## src/design/usdsp_pkg.sv

```systemverilog
package usdsp_pkg;
    // ==========================================================
    // Operation codes
    localparam logic [7:0] USDSP_OP_UADD = 8'h43;  // 67
    localparam logic [7:0] USDSP_OP_USUB = 8'h45;  // 69
    localparam logic [7:0] USDSP_OP_QADD = 8'h4e;  // 78
    localparam logic [7:0] USDSP_OP_UMUL = 8'h8e;  // 142
    // ==========================================================
    // Latencies in core cycles
    localparam int USDSP_ALU_LAT = 2;
    localparam int USDSP_MUL_LAT = 3;
    // ==========================================================
    // Data layout and clip limits
    localparam int USDSP_WORD_W = 32;
    localparam int USDSP_LANE_W = 8;
    localparam int USDSP_LANES = 4;
    localparam logic [31:0] USDSP_WORD_MAX = 32'hffffffff;
    localparam logic [7:0] USDSP_BYTE_MAX = 8'hff;
    localparam logic [31:0] USDSP_ZERO = 32'h00000000;
    // ==========================================================
    // Issue slots, one-hot, slot 1 in bit 0
    localparam logic [3:0] USDSP_ALU_SLOTS = 4'h5;  // slots 1 and 3
    localparam logic [3:0] USDSP_MUL_SLOTS = 4'h6;  // slots 2 and 3
endpackage : usdsp_pkg

```

## src/design/usdsp_alu.sv

```systemverilog
module usdsp_alu
    import usdsp_pkg::*;
#(
    parameter int WORD_W = USDSP_WORD_W
) (
    input wire logic ref_clk_in,
    input wire logic rst_n_in,
    input wire logic issue_valid_in,
    input wire logic [1:0] issue_slot_in,
    input wire logic [7:0] opcode_in,
    input wire logic [WORD_W-1:0] first_source_in,
    input wire logic [WORD_W-1:0] second_source_in,
    input wire logic guard_in,
    output logic alu_wr_en_out,
    output logic [WORD_W-1:0] alu_result_out,
    output logic mul_wr_en_out,
    output logic [WORD_W-1:0] mul_result_out
);

    // ==========================================================
    // Decode and slot check
    logic [3:0] slot_onehot;
    logic is_uadd;
    logic is_usub;
    logic is_qadd;
    logic is_umul;
    logic alu_take;
    logic mul_take;

    assign slot_onehot = 4'h1 << issue_slot_in;
    assign is_uadd = (opcode_in == USDSP_OP_UADD);
    assign is_usub = (opcode_in == USDSP_OP_USUB);
    assign is_qadd = (opcode_in == USDSP_OP_QADD);
    assign is_umul = (opcode_in == USDSP_OP_UMUL);
    // slot filtering; a misrouted op is dropped rather than trusted
    assign alu_take = issue_valid_in && (is_uadd || is_usub || is_qadd)
                      && |(slot_onehot & USDSP_ALU_SLOTS);
    assign mul_take = issue_valid_in && is_umul && |(slot_onehot & USDSP_MUL_SLOTS);

    // ==========================================================
    // ALU arithmetic, first stage
    logic [WORD_W:0] add_wide;
    logic [WORD_W:0] sub_wide;
    logic [WORD_W-1:0] add_clip;
    logic [WORD_W-1:0] sub_clip;
    logic [WORD_W-1:0] quad_clip;
    logic [WORD_W-1:0] alu_value;

    assign add_wide = {1'b0, first_source_in} + {1'b0, second_source_in};
    assign add_clip = add_wide[WORD_W] ? USDSP_WORD_MAX : add_wide[WORD_W-1:0];
    assign sub_wide = {1'b0, first_source_in} - {1'b0, second_source_in};
    assign sub_clip = sub_wide[WORD_W] ? USDSP_ZERO : sub_wide[WORD_W-1:0];

    for (genvar lane = 0; lane < USDSP_LANES; lane++) begin : g_lane
        logic signed [USDSP_LANE_W+1:0] lane_sum;
        // unsigned plus signed, ten bits holds every sum
        assign lane_sum = $signed({2'b00, first_source_in[lane*USDSP_LANE_W +: USDSP_LANE_W]})
            + $signed({{2{second_source_in[lane*USDSP_LANE_W+USDSP_LANE_W-1]}},
                       second_source_in[lane*USDSP_LANE_W +: USDSP_LANE_W]});
        assign quad_clip[lane*USDSP_LANE_W +: USDSP_LANE_W] =
            lane_sum[USDSP_LANE_W+1] ? USDSP_ZERO[USDSP_LANE_W-1:0] :
            lane_sum[USDSP_LANE_W] ? USDSP_BYTE_MAX : lane_sum[USDSP_LANE_W-1:0];
    end

    assign alu_value = is_uadd ? add_clip : (is_usub ? sub_clip : quad_clip);

    // ==========================================================
    // ALU pipeline, two stages
    logic alu_en_ff;
    logic [WORD_W-1:0] alu_val_ff;
    logic alu_wr_ff;
    logic [WORD_W-1:0] alu_res_ff;

    always_ff @(posedge ref_clk_in) begin
        if (!rst_n_in) begin
            alu_en_ff <= 1'b0;
            alu_wr_ff <= 1'b0;
        end else begin
            alu_en_ff <= alu_take && guard_in;
            alu_wr_ff <= alu_en_ff;
        end
    end

    // data path, new op every cycle
    always_ff @(posedge ref_clk_in) begin
        if (!rst_n_in) begin
            alu_val_ff <= USDSP_ZERO;
            alu_res_ff <= USDSP_ZERO;
        end else begin
            alu_val_ff <= alu_value;
            alu_res_ff <= alu_val_ff;
        end
    end

    assign alu_wr_en_out = alu_wr_ff;
    assign alu_result_out = alu_res_ff;

    // ==========================================================
    // Multiplier pipeline, three stages; product registered once for timing
    logic [2*WORD_W-1:0] prod_ff;
    logic [WORD_W-1:0] mul_clip;
    logic [WORD_W-1:0] mul_c_ff;
    logic [WORD_W-1:0] mul_res_ff;
    logic [USDSP_MUL_LAT-1:0] mul_en_ff;

    // full product, clipped in stage two
    assign mul_clip = |prod_ff[2*WORD_W-1:WORD_W] ? USDSP_WORD_MAX : prod_ff[WORD_W-1:0];

    always_ff @(posedge ref_clk_in) begin
        if (!rst_n_in) begin
            prod_ff <= '0;
            mul_c_ff <= USDSP_ZERO;
            mul_res_ff <= USDSP_ZERO;
        end else begin
            prod_ff <= {{WORD_W{1'b0}}, first_source_in} * {{WORD_W{1'b0}}, second_source_in};
            mul_c_ff <= mul_clip;
            mul_res_ff <= mul_c_ff;
        end
    end

    always_ff @(posedge ref_clk_in) begin
        if (!rst_n_in) begin
            mul_en_ff <= '0;
        end else begin
            mul_en_ff <= {mul_en_ff[USDSP_MUL_LAT-2:0], mul_take && guard_in};
        end
    end

    assign mul_wr_en_out = mul_en_ff[USDSP_MUL_LAT-1];
    assign mul_result_out = mul_res_ff;

    // ==========================================================
    // Checks
    // add timing
    uadd_latency_a: assert property (@(posedge ref_clk_in) disable iff (!rst_n_in)
        (issue_valid_in && is_uadd && guard_in && issue_slot_in == 2'h0)
        |-> ##2 (alu_wr_en_out && alu_result_out == $past(add_clip, 2)))
        else $error("add result not written two cycles after issue");
    uadd_clip_a: assert property (@(posedge ref_clk_in) disable iff (!rst_n_in)
        (alu_take && guard_in && is_uadd && add_wide[WORD_W])
        |-> ##2 (alu_result_out == USDSP_WORD_MAX))
        else $error("add overflow not clipped to all ones");
    usub_floor_a: assert property (@(posedge ref_clk_in) disable iff (!rst_n_in)
        (alu_take && guard_in && is_usub && first_source_in < second_source_in)
        |-> ##2 (alu_wr_en_out && alu_result_out == USDSP_ZERO))
        else $error("negative difference not clipped to zero");
    usub_value_a: assert property (@(posedge ref_clk_in) disable iff (!rst_n_in)
        (alu_take && guard_in && is_usub && first_source_in >= second_source_in)
        |-> ##2 (alu_result_out == $past(first_source_in, 2) - $past(second_source_in, 2)))
        else $error("non-negative difference not passed through");
    usub_slot_a: assert property (@(posedge ref_clk_in) disable iff (!rst_n_in)
        (issue_valid_in && is_usub && guard_in && issue_slot_in == 2'h2) |-> ##2 alu_wr_en_out)
        else $error("subtract in slot 3 not written");
    // byte add slot refusal, seen at the first pipeline stage
    qadd_slot_a: assert property (@(posedge ref_clk_in) disable iff (!rst_n_in)
        (issue_valid_in && is_qadd && issue_slot_in == 2'h1) |=> !alu_en_ff)
        else $error("byte add accepted in slot 2");
    qadd_lane_a: assert property (@(posedge ref_clk_in) disable iff (!rst_n_in)
        (alu_take && guard_in && is_qadd && first_source_in[7:0] == 8'hff
         && second_source_in[7:0] == 8'h01) |-> ##2 (alu_result_out[7:0] == USDSP_BYTE_MAX))
        else $error("byte lane overflow not clipped");
    qadd_sign_a: assert property (@(posedge ref_clk_in) disable iff (!rst_n_in)
        (alu_take && guard_in && is_qadd && first_source_in[31:24] == 8'h01
         && second_source_in[31:24] == 8'hff) |-> ##2 (alu_result_out[31:24] == 8'h00))
        else $error("signed byte not treated as minus one");
    // adding zero keeps every byte in its own lane
    qadd_order_a: assert property (@(posedge ref_clk_in) disable iff (!rst_n_in)
        (alu_take && guard_in && is_qadd && second_source_in == USDSP_ZERO)
        |-> ##2 (alu_result_out == $past(first_source_in, 2)))
        else $error("byte lanes moved or mixed");
    guard_block_a: assert property (@(posedge ref_clk_in) disable iff (!rst_n_in)
        (!guard_in) |-> ##2 !alu_wr_en_out ##1 !mul_wr_en_out)
        else $error("write enable raised with guard low");
    umul_latency_a: assert property (@(posedge ref_clk_in) disable iff (!rst_n_in)
        (mul_take && guard_in) |-> ##3 mul_wr_en_out)
        else $error("multiply result not written three cycles after issue");
    umul_slot_a: assert property (@(posedge ref_clk_in) disable iff (!rst_n_in)
        (issue_valid_in && is_umul && (issue_slot_in == 2'h0 || issue_slot_in == 2'h3))
        |=> !mul_en_ff[0])
        else $error("multiply accepted in slot 1 or 4");
    umul_clip_a: assert property (@(posedge ref_clk_in) disable iff (!rst_n_in)
        (mul_take && guard_in && first_source_in == 32'h80000000 && second_source_in == 32'h2)
        |-> ##3 (mul_result_out == USDSP_WORD_MAX))
        else $error("multiply overflow not clipped");
    alu_pipe_a: assert property (@(posedge ref_clk_in) disable iff (!rst_n_in)
        (alu_take && guard_in) ##1 (alu_take && guard_in) |-> ##1 alu_wr_en_out ##1 alu_wr_en_out)
        else $error("back to back ALU ops not both written");
    mul_pipe_a: assert property (@(posedge ref_clk_in) disable iff (!rst_n_in)
        (mul_take && guard_in) ##1 (mul_take && guard_in) |-> ##2 mul_wr_en_out ##1 mul_wr_en_out)
        else $error("back to back multiplies not both written");

endmodule : usdsp_alu

```

## config.mk

```make
export PLATFORM = sky130hd
export DESIGN_NAME = usdsp_alu
export DESIGN_NICKNAME = d
export VERILOG_FILES = /design/src/design/usdsp_pkg.sv /design/src/design/usdsp_alu.sv
export SDC_FILE = /design/constraint.sdc
export NUM_CORES = 2
export LEC_CHECK = 0
export BUFFER_PORTS_ARGS = -buffer_cell sky130_fd_sc_hd__buf_2
export CELL_PAD_IN_SITES_DETAIL_PLACEMENT = 1
export CELL_PAD_IN_SITES_GLOBAL_PLACEMENT = 2
export CORE_ASPECT_RATIO = 0.9
export CORE_MARGIN = 3
export CORE_UTILIZATION = 40
export DETAILED_ROUTE_END_ITERATION = 7
export GPL_TIMING_DRIVEN = 0
export PLACE_DENSITY = 0.78
export SKIP_LAST_GASP = 1
export SLEW_MARGIN = 20
export SYNTH_ARGS = -nofsm -noshare
export SYNTH_HDL_FRONTEND = slang
export SYNTH_SLANG_ARGS = --single-unit
```

## constraint.sdc

```tcl
create_clock -name ref_clk_in -period 27.6 [get_ports ref_clk_in]
set_input_delay 5.52 -clock ref_clk_in [delete_from_list [all_inputs] [get_ports ref_clk_in]]
set_output_delay 5.52 -clock ref_clk_in [all_outputs]
set_load 0.02 [all_outputs]
```

==> results by group <==
Synth
  • Synth area leaders: fa_1 42%, ha_1 9.9%, dfxtp_1 9.2%
  • Post-synthesis adder-cell area fraction: 0.520
  • Leading cell types by count after synthesis: 973 x inv_1, 901 x fa_1, 544 x nand2_1, 470 x and2_1, 350 x nor2_1
  • Mux contribution to synthesized area: 0.00237
  • Syn. warnings: 0
  • Xor and xnor fraction of the mapped netlist area: 0.0233
  • Top_reg_cell synth: dfxtp_1
  • Area leader, netlist: fa_1
  • Post-Syn Area: 42800 um^2
  • Largest family of logic cells by synthesized area: adder cells
  • Number of flops mapped to enable cells by yosys: 0
  • Post-Synth Simple-Gate Area: 0.177
  • Mapped Cells: 4872
  • Syn nets: 6188
  • FFs w/ async S/R, synth: 0
  • Count of cell types in the netlist: around 80
  • Most numerous cell in the Yosys netlist: inv_1
  • Post-synthesis sequential area ratio: 0.0921
  • Top-area cell type share of the netlist area: 0.421
  • Mapped Avg Cell Area: a little under 9 um^2
  • #FFs+latches synth: ~200
  • Synth Area in Compound Gates: 0.0747

Finish
  • Fin nets: 6353
  • Layout area overhead: 7.52%
  • Share of post-route cells with drive strength above 1: 0.0481
  • Post-route cell area: 46000 um^2
  • Filler cells: 12650

Routing
  • Drt pass-1 iters: 5
  • DR iter-0 viols: 3367
  • Vias: 36157
  • Wirelength, routed: between 150 and 200 mm
  • Vias per inst: ~5.6
  • Routed Antenna Nets: 0
  • DRC errors left: 0
  • Wire per inst: 29.1 um

Clock network
  • Cts bufs inserted: 17
  • Skew-Pair Late Insertion Delay: ~550 ps
  • Post-CTS setup buffers: 0
  • CTS clk-pin slew, worst paths: around 90 ps
  • # hold bufs at CTS: 0
  • # H-tree levels: 4
  • CTS tree: done
  • CTS Root Cell: clkbuf_16
  • Cts repair resizes: 0
  • Longest Clk Path Bufs: 2
  • CTS Sinks: about 200

Place
  • Final estimated routing congestion in global placement: 1.03
  • I/O Buffers: 142
  • Post-DP Area: approximately 45000 um^2
  • DP Wirelength: between 150 and 200 mm

Worst setup path
  • Max incr delay on CP: roughly 870 ps
  • Crit Path Max Fanout: 10
  • Data required, critical path: between 20000 and 30000 ps
  • CP max-delay cell: clkbuf_1
  • Most frequent CP cell: fa_1
  • CP Capture Type: register
  • Critical path type: primary input to register
  • Critical Path AT: 15240 ps
  • Startpoint Class: primary input

Timing
  • Setup violators final: 0
  • Final hold viol count: 0
  • Worst-margin pin slew: between 1000 and 1500 ps
  • RSZ-0062 raised after global routing: false
  • Max-slew violation count: 0
  • Setup TNS Final: 0 ps
  • Fmax: ~0.067 GHz
  • Slew margin rel.: 0.128
  • Fin crit share: 0.538
  • Clk_skew: between 30 and 40 ps
  • Min Tclk post-route: around 15000 ps

Run
  • Max_cap viols: 0

GRT
  • Total congestion overflow: 0
  • Total track usage: 0.344
  • First-pass GRT wire length: between 200 and 300 mm
  • Vias in the first global route: between 30000 and 40000
  • Largest net degree at the start of global routing: 23
  • Initial antenna violation count: 23

Die
  • Number of cell rows: roughly 110
  • Area of the die: 111000 um^2
  • DIE WIDTH: ~350 um
  • Initial core utilization: 0.404
  • Total core area: around 110000 um^2
  • Io pins: around 140
  • Die Ht: 316 um

Worst hold path
  • Worst min path class: register to register

Status
  • Outcome: finished clean
-- state kept, by name, indices dropped and copies added (netlist names) --
name	count
alu_wr_en_out	1
alu_val_ff	32
mul_c_ff	32
alu_en_ff	1
alu_result_out	32
mul_en_ff	3
prod_ff	64
mul_result_out	32
-- cell usage in the layout, fill, tap and decap left out, types with 10 or more instances in the layout --
cell and n:
o21bai_1 18, nor4_1 19, and2_1 470, nor2b_1 10, o211ai_1 13, clkbuf_1 214
o21ai_0 82, a21o_1 45, nor3_1 41, nand2b_1 23, a221oi_1 19, dfxtp_1 197
o31ai_1 17, or3_1 14, a21oi_1 162, nand3_1 37, inv_1 973, nand4_1 25
and3_1 14, xor2_1 25, a31oi_1 17, nand2_1 544, buf_2 156, clkbuf_16 17
clkinv_1 16, fa_1 901, xnor2_1 89, diode_2 11, ha_1 337, nor2_1 350
a211oi_1 30, o21a_1 10, clkbuf_2 22
-- metrics by stage --
step	setup WS [ps]	cells	utilization	hold WS (ps)
final	12760	6441	0.435	424
after global routing	12670	6431	0.434	438
after CTS	13200	6430	0.434	425
after detailed placement	12660	6398	0.428	421
after global placement	12170	6394	0.427	415
after floorplan	15090	4872	-	412
-- path summary, 6_finish.rpt --
check                          startpoint                       endpoint  slack (ps)  depth (start not counted)
setup / recovery       first_source_in[0]         prod_ff[60]$_SDFF_PN0_       12760                         27
hold / removal    mul_c_ff[16]$_SDFF_PN0_  mul_result_out[16]$_SDFF_PN0_         420                          1
setup reg to reg   prod_ff[57]$_SDFF_PN0_         mul_c_ff[2]$_SDFF_PN0_       25270                          7
hold reg to reg   mul_c_ff[16]$_SDFF_PN0_  mul_result_out[16]$_SDFF_PN0_         420                          1
-- worst max-delay path, delay by kind of cell --
kind	cells	cell delay, ps
AO/OA/AOI/OAI	8	2480
buffers and inverters	8	2640
adder cells (fa/ha/maj)	9	4030
AND/OR/NAND/NOR	2	570
-- layout make-up --
class	instances	area, um^2	area share
Antenna cell	11	27.5	0.000598
Buffer	258	1030	0.0223
Clock buffer	17	425	0.00924
Clock inverter	15	191	0.00416
Inverter	991	3720	0.0808
Multi-Input combinational cell	3426	34100	0.742
Sequential cell	197	3940	0.0857
Tap cell	1380	1730	0.0375
Timing Repair Buffer	146	813	0.0177
-- metal layers --
metal | part of all wire | routed length, um | track usage | up-vias
met1 | 0.41 | 76200 | 0.458 | 19084
met3 | 0.085 | 15900 | 0.0654 | 387
met5 | 0 | 0 | 0 | -
met2 | 0.44 | 83100 | 0.527 | 1617
li1 | - | - | - | 15069
met4 | 0.065 | 12200 | 0.195 | 0
-- cells by family (layout without fill, tap and decap cells) --
group / Yosys count / count (layout)
xor+xnor: 114 / 114
compound gates: 487 / 487
mux: 10 / 10
buf+inv: 1249 / 1427
fa+ha+maj: 1238 / 1238
other cells: 0 / 11
simple gates: 1577 / 1577
flops: 197 / 197
Power is not shown: default switching activity piles up to over one toggle a cycle in this logic, so the estimate is an artifact.
